`config.mk`:
```
export PLATFORM = sky130hd
export DESIGN_NAME = bps_sequencer
export DESIGN_NICKNAME = d
export VERILOG_FILES = /design/src/design/bps_sequencer.v /design/src/design/bps_timer.v
export VERILOG_INCLUDE_DIRS = /design/src /design/src/design
export SDC_FILE = /design/constraint.sdc
export NUM_CORES = 1
export LEC_CHECK = 0
export ABC_AREA = 1
export ABC_CLOCK_PERIOD_IN_PS = 7200
export BUFFER_PORTS_ARGS = -buffer_cell sky130_fd_sc_hd__clkbuf_2
export CORE_MARGIN = 3
export CORE_UTILIZATION = 55
export CTS_CLUSTER_DIAMETER = 100
export DETAILED_ROUTE_END_ITERATION = 12
export PLACE_DENSITY = 0.74
export SKIP_LAST_GASP = 1
export SLEW_MARGIN = 20
export SYNTH_ARGS = -nofsm -noshare
export SYNTH_HDL_FRONTEND = slang
export SYNTH_SLANG_ARGS = --single-unit
```
`constraint.sdc`:
```
create_clock -name ref_clk -period 7.2 [get_ports ref_clk]
set_input_delay 1.44 -clock ref_clk [delete_from_list [all_inputs] [get_ports ref_clk]]
set_output_delay 1.44 -clock ref_clk [all_outputs]
set_load 0.02 [all_outputs]
```
`src/design/bps_map.vh`:
```
`ifndef BPS_MAP_VH
`define BPS_MAP_VH

// clock rate in cycles per millisecond (25 MHz)
`define BPS_CLK_KHZ          25000

// times in milliseconds
`define BPS_PURGE_MS         15000
`define BPS_POS_PROOF_MS     10000
`define BPS_AIRFLOW_PROOF_MS 10000

// state codes
`define BPS_ST_WAITING       3'h0
`define BPS_ST_STARTUP       3'h1
`define BPS_ST_REQ_PURGE     3'h2
`define BPS_ST_PROVE_AIR     3'h3
`define BPS_ST_PRE_PURGE     3'h4
`define BPS_ST_REQ_PILOT     3'h5
`define BPS_ST_IGNITION      3'h6
`define BPS_ST_LOCKOUT       3'h7

// positioner target codes, one per air-ratio channel
`define BPS_POS_NONE         2'h0
`define BPS_POS_PURGE        2'h1
`define BPS_POS_PILOT        2'h2

// lockout cause codes
`define BPS_CAUSE_NONE       3'h0
`define BPS_CAUSE_ALARM      3'h1
`define BPS_CAUSE_STOP       3'h2
`define BPS_CAUSE_AIR_STUCK  3'h3
`define BPS_CAUSE_PURGE_POS  3'h4
`define BPS_CAUSE_AIRFLOW    3'h5
`define BPS_CAUSE_PILOT_POS  3'h6

`endif

```
`src/design/bps_sequencer.v`:
```
`timescale 1ns/100ps
`include "bps_map.vh"
module bps_sequencer #(
    parameter CHANNELS        = 2,
    parameter PURGE_CYCLES    = `BPS_PURGE_MS * `BPS_CLK_KHZ,
    parameter POS_CYCLES      = `BPS_POS_PROOF_MS * `BPS_CLK_KHZ,
    parameter AIRFLOW_CYCLES  = `BPS_AIRFLOW_PROOF_MS * `BPS_CLK_KHZ
) (
    // clock, reset, enable
    input  wire                    ref_clk,
    input  wire                    rst,
    input  wire                    clk_en,
    // configuration and conditions (asynchronous pins)
    input  wire                    air_ratio_enable_setting,
    input  wire                    alarm_in,
    input  wire                    wait_in,
    input  wire                    user_stop,
    input  wire                    lockout_reset,
    input  wire                    ignition_done,
    // field proofs (asynchronous pins)
    input  wire                    airflow_sensed,
    input  wire [CHANNELS-1:0]     purge_pos_proven,
    input  wire [CHANNELS-1:0]     pilot_pos_proven,
    // fan and positioners
    output reg                     fan_output_ff,
    output reg  [2*CHANNELS-1:0]   air_ratio_channel_ff,
    // safety outputs
    output reg                     pilot_valve_ff,
    output reg                     main_valve_one_ff,
    output reg                     main_valve_two_ff,
    output reg                     pilot_card_valve_ff,
    output reg                     coil_ff,
    output reg                     ignition_enable_ff,
    // status
    output reg  [2:0]              state_ff,
    output reg                     lockout_ff,
    output reg  [2:0]              lockout_cause_ff
);

    localparam SYNC_W = 6 + 1 + 2 * CHANNELS;
    // wait reads active until real pin values arrive, so reset gives no false start
    localparam [SYNC_W-1:0] SYNC_RST = {2'b00, 1'b1, {(SYNC_W-3){1'b0}}};

    localparam [2:0] ST_WAITING   = `BPS_ST_WAITING;
    localparam [2:0] ST_STARTUP   = `BPS_ST_STARTUP;
    localparam [2:0] ST_REQ_PURGE = `BPS_ST_REQ_PURGE;
    localparam [2:0] ST_PROVE_AIR = `BPS_ST_PROVE_AIR;
    localparam [2:0] ST_PRE_PURGE = `BPS_ST_PRE_PURGE;
    localparam [2:0] ST_REQ_PILOT = `BPS_ST_REQ_PILOT;
    localparam [2:0] ST_IGNITION  = `BPS_ST_IGNITION;
    localparam [2:0] ST_LOCKOUT   = `BPS_ST_LOCKOUT;

    localparam [31:0] PURGE_LIM   = PURGE_CYCLES;
    localparam [31:0] POS_LIM     = POS_CYCLES;
    localparam [31:0] AIRFLOW_LIM = AIRFLOW_CYCLES;

    // input synchroniser
    reg  [SYNC_W-1:0]      sync1_ff;
    reg  [SYNC_W-1:0]      sync2_ff;
    wire [SYNC_W-1:0]      pins;

    assign pins = {air_ratio_enable_setting, alarm_in, wait_in, user_stop,
                   lockout_reset, ignition_done, airflow_sensed,
                   purge_pos_proven, pilot_pos_proven};

    always @(posedge ref_clk or posedge rst) begin
        if (rst) begin
            sync1_ff <= SYNC_RST;
            sync2_ff <= SYNC_RST;
        end else if (clk_en) begin
            sync1_ff <= pins;
            sync2_ff <= sync1_ff;
        end
    end

    wire                enable_s    = sync2_ff[SYNC_W-1];
    wire                alarm_s     = sync2_ff[SYNC_W-2];
    wire                wait_s      = sync2_ff[SYNC_W-3];
    wire                stop_s      = sync2_ff[SYNC_W-4];
    wire                reset_s     = sync2_ff[SYNC_W-5];
    wire                ign_done_s  = sync2_ff[SYNC_W-6];
    wire                airflow_s   = sync2_ff[SYNC_W-7];
    wire [CHANNELS-1:0] purge_ok_v  = sync2_ff[2*CHANNELS-1:CHANNELS];
    wire [CHANNELS-1:0] pilot_ok_v  = sync2_ff[CHANNELS-1:0];
    wire                purge_ok    = &purge_ok_v;
    wire                pilot_ok    = &pilot_ok_v;

    // state timer, restarted on every state change
    reg  [2:0]  nxt_state;
    reg  [2:0]  nxt_cause;
    reg  [31:0] timer_limit;
    wire        timer_expired;
    wire        state_change = (nxt_state != state_ff);

    always @* begin
        case (state_ff)
            ST_REQ_PURGE: timer_limit = POS_LIM;
            ST_REQ_PILOT: timer_limit = POS_LIM;
            ST_PROVE_AIR: timer_limit = AIRFLOW_LIM;
            ST_PRE_PURGE: timer_limit = PURGE_LIM;
            default:      timer_limit = POS_LIM;
        endcase
    end

    bps_timer #(
        .WIDTH      (32)
    ) u_timer (
        .ref_clk    (ref_clk),
        .rst        (rst),
        .clk_en     (clk_en),
        .restart    (state_change),
        .limit      (timer_limit),
        .expired_ff (timer_expired)
    );

    // next state
    always @* begin
        nxt_state = state_ff;
        nxt_cause = lockout_cause_ff;
        if (state_ff != ST_LOCKOUT && (alarm_s || stop_s)) begin
            nxt_state = ST_LOCKOUT;
            nxt_cause = alarm_s ? `BPS_CAUSE_ALARM : `BPS_CAUSE_STOP;
        end else if (state_ff != ST_LOCKOUT && state_ff != ST_WAITING && wait_s) begin
            nxt_state = ST_WAITING;
        end else begin
            case (state_ff)
                ST_WAITING: begin
                    if (!wait_s) begin
                        if (enable_s) begin
                            nxt_state = ST_STARTUP;
                        end else begin
                            nxt_state = ST_IGNITION;
                        end
                    end
                end
                ST_STARTUP: begin
                    if (airflow_s) begin
                        nxt_state = ST_LOCKOUT;
                        nxt_cause = `BPS_CAUSE_AIR_STUCK;
                    end else begin
                        nxt_state = ST_REQ_PURGE;
                    end
                end
                ST_REQ_PURGE: begin
                    if (purge_ok) begin
                        nxt_state = ST_PROVE_AIR;
                    end else if (timer_expired) begin
                        nxt_state = ST_LOCKOUT;
                        nxt_cause = `BPS_CAUSE_PURGE_POS;
                    end
                end
                ST_PROVE_AIR: begin
                    if (!purge_ok) begin
                        nxt_state = ST_LOCKOUT;
                        nxt_cause = `BPS_CAUSE_PURGE_POS;
                    end else if (airflow_s) begin
                        nxt_state = ST_PRE_PURGE;
                    end else if (timer_expired) begin
                        nxt_state = ST_LOCKOUT;
                        nxt_cause = `BPS_CAUSE_AIRFLOW;
                    end
                end
                ST_PRE_PURGE: begin
                    if (!airflow_s) begin
                        nxt_state = ST_LOCKOUT;
                        nxt_cause = `BPS_CAUSE_AIRFLOW;
                    end else if (!purge_ok) begin
                        nxt_state = ST_LOCKOUT;
                        nxt_cause = `BPS_CAUSE_PURGE_POS;
                    end else if (timer_expired) begin
                        nxt_state = enable_s ? ST_REQ_PILOT : ST_IGNITION;
                    end
                end
                ST_REQ_PILOT: begin
                    if (pilot_ok) begin
                        nxt_state = ST_IGNITION;
                    end else if (timer_expired) begin
                        nxt_state = ST_LOCKOUT;
                        nxt_cause = `BPS_CAUSE_PILOT_POS;
                    end
                end
                ST_IGNITION: begin
                    if (ign_done_s) begin
                        nxt_state = ST_WAITING;
                    end
                end
                ST_LOCKOUT: begin
                    if (reset_s && !alarm_s && !stop_s) begin
                        nxt_state = ST_WAITING;
                        nxt_cause = `BPS_CAUSE_NONE;
                    end
                end
                default: begin
                    nxt_state = ST_LOCKOUT;
                    nxt_cause = `BPS_CAUSE_NONE;
                end
            endcase
        end
    end

    // output decode from the next state so outputs move with the state register
    reg                   nxt_fan;
    reg  [1:0]            nxt_target;
    reg                   nxt_pilot_fuel;
    reg                   nxt_ign;
    integer               ch;

    always @* begin
        nxt_fan        = 1'b0;
        nxt_target     = `BPS_POS_NONE;
        nxt_pilot_fuel = 1'b0;
        nxt_ign        = 1'b0;
        case (nxt_state)
            ST_REQ_PURGE: begin
                nxt_target = `BPS_POS_PURGE;
            end
            ST_PROVE_AIR: begin
                nxt_fan    = 1'b1;
                nxt_target = `BPS_POS_PURGE;
            end
            ST_PRE_PURGE: begin
                nxt_fan    = 1'b1;
                nxt_target = `BPS_POS_PURGE;
            end
            ST_REQ_PILOT: begin
                nxt_fan    = 1'b1;
                nxt_target = `BPS_POS_PILOT;
            end
            ST_IGNITION: begin
                nxt_pilot_fuel = 1'b1;
                nxt_ign        = 1'b1;
            end
            default: begin
                nxt_fan = 1'b0;
            end
        endcase
    end

    always @(posedge ref_clk or posedge rst) begin
        if (rst) begin
            state_ff             <= ST_WAITING;
            lockout_cause_ff     <= `BPS_CAUSE_NONE;
            lockout_ff           <= 1'b0;
            fan_output_ff        <= 1'b0;
            air_ratio_channel_ff <= {(2*CHANNELS){1'b0}};
            pilot_valve_ff       <= 1'b0;
            main_valve_one_ff    <= 1'b0;
            main_valve_two_ff    <= 1'b0;
            pilot_card_valve_ff  <= 1'b0;
            coil_ff              <= 1'b0;
            ignition_enable_ff   <= 1'b0;
        end else if (clk_en) begin
            state_ff             <= nxt_state;
            lockout_cause_ff     <= nxt_cause;
            lockout_ff           <= (nxt_state == ST_LOCKOUT);
            fan_output_ff        <= nxt_fan;
            for (ch = 0; ch < CHANNELS; ch = ch + 1) begin
                air_ratio_channel_ff[2*ch +: 2] <= nxt_target;
            end
            pilot_valve_ff       <= nxt_pilot_fuel;
            main_valve_one_ff    <= 1'b0;
            main_valve_two_ff    <= 1'b0;
            pilot_card_valve_ff  <= nxt_pilot_fuel;
            coil_ff              <= nxt_ign;
            ignition_enable_ff   <= nxt_ign;
        end
    end

endmodule

```
`src/design/bps_timer.v`:
```
`timescale 1ns/100ps
module bps_timer #(
    parameter WIDTH = 32
) (
    // clock and reset
    input  wire             ref_clk,
    input  wire             rst,
    input  wire             clk_en,
    // control
    input  wire             restart,
    input  wire [WIDTH-1:0] limit,
    // status
    output reg              expired_ff
);

    reg  [WIDTH-1:0] count_ff;
    reg  [WIDTH-1:0] nxt_count;
    reg              nxt_expired;

    always @* begin
        nxt_count   = count_ff;
        nxt_expired = expired_ff;
        if (restart) begin
            nxt_count   = {WIDTH{1'b0}};
            nxt_expired = 1'b0;
        end else if (!expired_ff) begin
            nxt_count = count_ff + {{(WIDTH-1){1'b0}}, 1'b1};
            if (count_ff + {{(WIDTH-1){1'b0}}, 1'b1} >= limit) begin
                nxt_expired = 1'b1;
            end
        end
    end

    always @(posedge ref_clk or posedge rst) begin
        if (rst) begin
            count_ff   <= {WIDTH{1'b0}};
            expired_ff <= 1'b0;
        end else if (clk_en) begin
            count_ff   <= nxt_count;
            expired_ff <= nxt_expired;
        end
    end

endmodule

```
Word-level counts from Yosys, hierarchy flattened
Cells that the tools add are included.
Widths: inputs -> output; s select.
Storage, ports and cells
  bits in registers: 68
  input port bits: 14
  output and inout bits: 18
  logic and storage cells: 96
Operators by class
  $add $sub $neg: 1
  $lt $le $gt $ge: 1
  eq/ne operators: 26
  muxes and demuxes: 41
  reduce and logical (&&, ||, !) cells: 17
Operators with widths (number)
  $mux 3: 28
  $mux 32: 2
  $add 32x1->32 const B: 1
  $ge 32x29->1: 1
  $mux 29: 1
  $eq 3x3->1 const B: 8
  $pmux 3 s8: 1
  $pmux 3 s6: 1
  $ne 3x3->1 const B: 5
  $eq 3x2->1 const B: 4
  $reduce_and 12->1: 1
  $ne 4x4->1 const B: 2
  $reduce_bool 7->1: 1
  $ne 3x2->1 const B: 2
  $reduce_and 2->1: 3
  $reduce_or 3->1: 2
  $logic_and 1x1->1: 5
  $mux 1: 5
  $mux 2: 2
  $ne 2x2->1 const B: 2
  $ne 4x3->1 const B: 1
  $pmux 2 s2: 1
  $eq 3x1->1 const B: 1
  $logic_not 3->1: 1
  4 further kinds: 5

Longest topological paths before layout
Gate-level depths: netlist (run 1).
  word-level depth: 10
  mapped depth: 20
  depth with buffers taken out: 19

Cells and area by module
Synthesis (run 1) repeated with hierarchy kept, for this count alone.
Unflattened totals
  cells, all modules: 698
  area total of the unflattened synthesis: 4921.0 um2
Modules (own cells, without submodules)
  bps_timer: instances 1, cells an instance 442, area each 3035.4 um2, sequential area each 825.8 um2
  bps_sequencer: instances 1, cells an instance 256, area each 1885.6 um2, sequential area each 828.3 um2

Least setup slack after synthesis (run 1)
Ideal clock, no wire load.
  kind: in2reg
  start point: input port clk_en
  end point: register sync1_ff[10]
  setup time: 66 ps
  arrival: 2359 ps
  data required time: 7134 ps
  slack: 4775 ps
  stages on the path: 5
  buffers on the path: 3
  cell sequence: clkbuf_1 > clkbuf_1 > clkbuf_1 > nand2_1 > nand2_1
RTL lines
  start: declaration: line bps_sequencer.v:12  | input wire clk_en,
  end signal: assignment: line bps_sequencer.v:71  | sync1_ff <= pins;
  end: declaration: line bps_sequencer.v:58  | reg [SYNC_W-1:0] sync1_ff;

Final worst setup path (run 1)
  start point: register u_timer.count_ff[0]
  end point: register u_timer.expired_ff
On the way
  word-level cells in the longest chain between the ends: 5
Ends and longest elaborated chain
  start: declaration: line bps_timer.v:16  | reg [WIDTH-1:0] count_ff;
  start signal: assignment: line bps_timer.v:36  | count_ff <= {WIDTH{1'b0}};
  start signal: assignment: line bps_timer.v:39  | count_ff <= nxt_count;
  $add 32x1->32: line bps_timer.v:28  | if (count_ff + {{(WIDTH-1){1'b0}}, 1'b1} >= limit) begin
  $ge 32x29->1: line bps_timer.v:28
  $mux 1: line bps_timer.v:28
  $mux 1: line bps_timer.v:26  | end else if (!expired_ff) begin
  $mux 1: line bps_timer.v:23  | if (restart) begin
  end signal: assignment: line bps_timer.v:40  | expired_ff <= nxt_expired;
  end: declaration: line bps_timer.v:13  | output reg expired_ff
Every way passes these cells.
A chain may end at the register's enable or synchronous reset.

==> metrics.yaml, run 1 <==
fin_tns_setup_ns: 0
fmax_mhz: 316
grt_pass1_wl_mm: 17.6
dp_hpwl_mm: 7.47
die_h_microns: 96.3
drc: 0
finalPower_uw: 1260
num_rows: 32
cts.path.max_buffers: 2
dr_total_vias: 4180
critPathMaxFanout: 6
ys_ff_latch: 66
grt_overflow: 0
grt_max_degree: 67
cts-htree-levels: 3
finalMaxSlewViolations: 0
cap_violations: 0
rsz0062_at_grt: "no"
required_ns: 7.47
cts_resized: 0
clk_pin_slew_ns: 0.08
ys.flop_type: "dfrtp_1"
fin_util: 0.617
nets: 718
via_per_inst: 5.26
first_pass_iters: 6
yosysSeqAreaShare: 0.369
setup_viol: 0
dieArea_sq_um: 9280
insertion_delay_ns: 0.35
grt_pass1_vias: 3757
cts_root_buf: "clkbuf_8"
worstPathArrival_ns: 3.44
drt_iter0_drc: 291
layout-drive-gt1-share: 0.107
grt_util_all_layers: 0.241
p_leak_uw: 0.00252
dp_slack_ns: 3.86
synth_area_sq_um: 4490
fin_crit_sh: 0.440
syn2layout_area_growth_pct: 7.30
n_antenna_cell: 0
end_kind: "flip-flop"
cts_hold_buf: 0
ioPinCount: 32
synth-edff-count: 0
core_area_sq_um: 7810
hold_slack_ns: 0.470
setup_slack_ns: 4.03
cts_tree: "built"
antenna_found_initial: 0
portBuffers: 29
hp-class: "reg2reg"
status: "finished, final reports clean"
gp_congestion: 0.937
crit_type: "reg2reg"
wl_mm: 10.4
startpoint_type: "flip-flop"
period_needed_ns: 3.17
die_w_microns: 96.3
wl_per_cell_microns: 13.1
synthDistinctLibCells: 38
synth-async-reset-ratio: 1.00
slew-limit-headroom: 0.438
hold_viol: 0
post_cts_buffers: 0
synth.avg_cell_area_sq_um: 6.70
synthesis.instances: 670
yosys_warnings: 0
cts_buffers: 9
worst_slew_pin_slew_ns: 0.843
ant_nets: 0
vdd_drop_max_uv: 138
p_per_area_nw_per_um2: 262
cts.sinks: 66
clock_skew_ns: 0.0115
start_util: 0.575
## synth_stat cells, types with 2 or more instances
library cell	instances	area, sq um
nand4_1	3	18.8
nand3_2	2	20.0
nor2_2	4	25.0
buf_4	11	82.6
a21boi_0	2	15.0
nand3_1	80	400
a21oi_1	14	70.1
xnor2_1	7	61.3
dfrtp_1	64	1600
inv_1	57	214
nand3b_1	2	15.0
nand2_2	4	25.0
ha_1	17	213
o21ai_1	2	10.0
xor2_1	9	78.8
buf_2	4	20.0
nand2_1	251	942
clkbuf_1	9	33.8
inv_2	9	33.8
nor2_1	72	270
dfstp_2	2	52.6
nor3_1	4	20.0
o21ai_0	26	130
## state kept, by name, summed over array words and instances (netlist names)
name,count
u_timer.expired_ff,1
lockout_ff,1
sync2_ff,11
u_timer.count_ff,32
air_ratio_channel_ff,2
ignition_enable_ff,1
sync1_ff,11
lockout_cause_ff,3
fan_output_ff,1
state_ff,3
## metrics by stage
step | std cells | instance area, sq um
2_1_floorplan | 671 | 4490
3_3_place_gp | 778 | 4630
3_5_place_dp | 778 | 4630
4_1_cts | 794 | 4820
5_1_grt | 794 | 4820
6_report | 794 | 4820
## worst paths after layout
kind	start	to	slack, ns	cells past startpoint
worst max register to register	u_timer.count_ff[0]	u_timer.expired_ff	4.03	17
max in group asynchronous	rst	u_timer.count_ff[15]	5.32	3
worst min-delay path	sync1_ff[8]	sync1_ff[8]	0.47	2
min in group asynchronous	rst	u_timer.count_ff[2]	1.30	3
worst min register to register	sync1_ff[8]	sync1_ff[8]	0.47	2
worst max-delay path	u_timer.count_ff[0]	u_timer.expired_ff	4.03	17
## layout make-up
class                      instances  area (sq um)
inverter                          66           248
fill                             745          2990
timing repair buffer              31           160
sequential                        66          1650
multi-input combinational        513          2440
clock buffer                      10           138
tap                              102           128
clock inverter                     6          50.0
## placed cells by master (no fill, tap or decap), drive strengths merged
| master | n |
|---|---|
| o2111ai | 1 |
| buf | 2 |
| a41o | 1 |
| nand2 | 256 |
| clkinvlp | 2 |
| xor2 | 9 |
| o31ai | 1 |
| nand4 | 3 |
| inv | 68 |
| and3 | 1 |
| a21oi | 14 |
| a21boi | 2 |
| dfstp | 2 |
| clkbuf | 39 |
| clkinv | 2 |
| nand3b | 2 |
| conb | 2 |
| and2 | 1 |
| o21ai | 29 |
| xnor2 | 7 |
| o41ai | 1 |
| o211ai | 1 |
| o21bai | 1 |
| ha | 17 |
| dfrtp | 64 |
| nor2 | 77 |
| nand3 | 83 |
| nor3 | 4 |
## cell families (layout without fill, tap and decap cells)
| logic type | Yosys count | in the layout | synth area share |
|---|---|---|---|
| simple gates | 427 | 427 | 0.399 |
| buf+inv | 92 | 113 | 0.0889 |
| flops | 66 | 66 | 0.369 |
| compound gates | 51 | 51 | 0.0644 |
| fa+ha+maj | 17 | 17 | 0.0474 |
| xor+xnor | 16 | 16 | 0.0312 |
| other cells | 1 | 2 | 0.000836 |
## report_power, final
| group | internal [uW] | total (uW) | leakage, uW | switching (uW) |
|---|---|---|---|---|
| combinational | 149 | 500 | 0.00156 | 351 |
| sequential | 413 | 463 | 0.000866 | 50.0 |
| clock | 138 | 298 | 0.0000895 | 160 |
| total | 700 | 1260 | 0.00252 | 561 |
## worst max-delay path: stages (launching register included)
cell	delay, ns
dfrtp_1	0.46
ha_1	0.32
nand3_1	0.16
inv_1	0.08
nand2_1	0.18
nor2_1	0.29
nand3_1	0.19
nor3_1	0.22
xor2_1	0.12
ha_1	0.29
nand3_1	0.09
inv_1	0.07
nand2_1	0.05
nor2_1	0.19
nand3_1	0.11
nand3_1	0.09
nand2_1	0.05
a21oi_1	0.15
## routing by layer
metal,GRT usage,routed length [microns]
met1,0.359,5070
met2,0.361,4560
met3,0.0328,611
met4,0.0748,132
met5,0,0
No activity file was read; power rests on OpenSTA's default activity.
==> run 2, diff against run 1 <==
- ABC_CLOCK_PERIOD_IN_PS: 7200 -> 2780
- PLACE_DENSITY: 0.74 -> 0.77
- clock period: 7.2 -> 2.78 ns (I/O delays scaled with it)
==> run 2 against run 1 <==
Flip-flop and latch count unchanged; via count increased by 3.4%; clock skew grew 0.0017 ns; die area stayed put; worst hold slack got worse by 0.23 ns; wire length grew 6.0%; non-clock buffer count is 15 higher; utilization up 2.3 points; critical path type unchanged; largest power group unchanged; sequential power rose to 2.5 times the previous value; first-iteration DRC count up 6.5%.
==> metrics.yaml, run 2 (synthesized netlist as in run 1, its figures left out) <==
grt_util_all_layers: 0.259
dieArea_sq_um: 9280
ant_nets: 0
grt_overflow: 0
crit_type: "reg2reg"
hp-class: "in2async"
core_area_sq_um: 7810
nFillCells: 728
antenna_found_initial: 0
critPathMaxFanout: 4
fin_tns_setup_ns: 0
cts-htree-levels: 3
clk_pin_slew_ns: 0.08
cts_hold_buf: 0
num_rows: 32
fin_crit_sh: 0.928
insertion_delay_ns: 0.35
dp_slack_ns: 0.148
required_ns: 3.01
p_clk_frac: 0.247
wl_per_cell_microns: 13.6
p_per_area_nw_per_um2: 691
p_leak_uw: 0.00261
cell_internal_pwr_uw: 1970
grt_pass1_wl_mm: 18.8
status: "finished, final reports clean"
switching_share: 0.430
dr_total_vias: 4323
gp_congestion: 0.994
drc: 0
p_seq_frac: 0.341
vdd_drop_max_uv: 498
layout-drive-gt1-share: 0.134
hold_viol: 0
die_h_microns: 96.3
rsz0062_at_grt: "yes"
worstPathArrival_ns: 2.81
hold_slack_ns: 0.242
wl_mm: 11.0
setup_viol: 0
largest_reg_flops: 32
end_kind: "flip-flop"
syn2layout_area_growth_pct: 11.3
nets: 733
clock_skew_ns: 0.0132
die_w_microns: 96.3
start_util: 0.575
comb_power_share: 0.412
cts_root_buf: "clkbuf_8"
mostFrequentLayoutCell: "nand2_1"
cts_buffers: 9
cts.path.max_buffers: 2
first_pass_iters: 5
grt_max_degree: 67
period_needed_ns: 2.58
cts_tree: "built"
startpoint_type: "flip-flop"
portBuffers: 29
reg_top3: "u_timer.count_ff: 32 flops, sync1_ff: 11 flops, sync2_ff: 11 flops"
largest-register: "u_timer.count_ff"
drt_iter0_drc: 310
setup_slack_ns: 0.201
grt_pass1_vias: 3920
slew-limit-headroom: 0.631
dp_hpwl_mm: 8.29
fmax_mhz: 388
worst_slew_pin_slew_ns: 0.553
n_antenna_cell: 0
finalMaxSlewViolations: 0
final_cell_mix: "251 x nand2_1, 80 x nand3_1, 70 x nor2_1, 60 x dfrtp_1, 56 x inv_1"
cts.sinks: 66
cap_violations: 0
ioPinCount: 32
p_sw_uw: 1490
via_per_inst: 5.34
r2r_slack_ns: 0.20
run 2: power by group through the flow:
stage	combinational (uW)	sequential, uW	clock (uW)
2_1_floorplan	990	1250	0
3_3_place_gp	1380	1190	0
3_5_place_dp	1400	1200	0
4_1_cts	1400	1180	868
5_1_grt	1590	1200	910
6_report	1420	1180	852
run 2: final timing paths:
kind / startpoint / endpoint / depth (start not counted)
worst max register to register: u_timer.count_ff[0] / u_timer.expired_ff / 15
min in group ref_clk: wait_in / sync1_ff[8] / 3
max in group asynchronous: rst / sync1_ff[8] / 3
worst min register to register: sync2_ff[3] / sync2_ff[3] / 2
worst max-delay path: u_timer.count_ff[0] / u_timer.expired_ff / 15
worst min-delay path: rst / u_timer.count_ff[31] / 3
run 2: routing by layer:
metal	GRT usage	routed length, microns
met3	0.0344	696
met5	0	0
met2	0.372	4770
met1	0.396	5320
met4	0.0935	210
run 2: what timing repair did:
item	4_1_cts	5_1_grt
gates resized for setup	0	6
buffers inserted	0	1
endpoints found under the setup margin	0	20
run 2: worst max-delay path: stages (launching register included):
cell,delay (ns)
dfrtp_1,0.39
ha_1,0.18
nand3_1,0.11
inv_1,0.07
nand2_1,0.08
nor2_2,0.16
nand3_1,0.15
nor3_1,0.20
xor2_1,0.27
ha_1,0.29
nand3_1,0.11
nor2_1,0.06
a21oi_1,0.18
nand3_1,0.10
nand2_1,0.06
a21oi_1,0.05
run 2: per-stage QoR:
step	instance area (sq um)	total power (uW)	utilization	cells
after floorplan	4490	2240	-	671
after global placement	4770	2560	0.611	792
after detailed placement	4770	2590	0.611	792
after CTS	4980	3450	0.637	808
after global routing	4990	3700	0.640	809
final	4990	3450	0.640	809
run 2: layout make-up:
type                            instances  area (sq um)  share of cell area
Clock buffer                            9           124              0.0248
Clock inverter                          7          81.3              0.0163
Inverter                               66           248              0.0496
Multi-Input combinational cell        513          2440               0.489
Sequential cell                        66          1660               0.332
Tap cell                              102           128              0.0256
Timing Repair Buffer                   46           310              0.0621
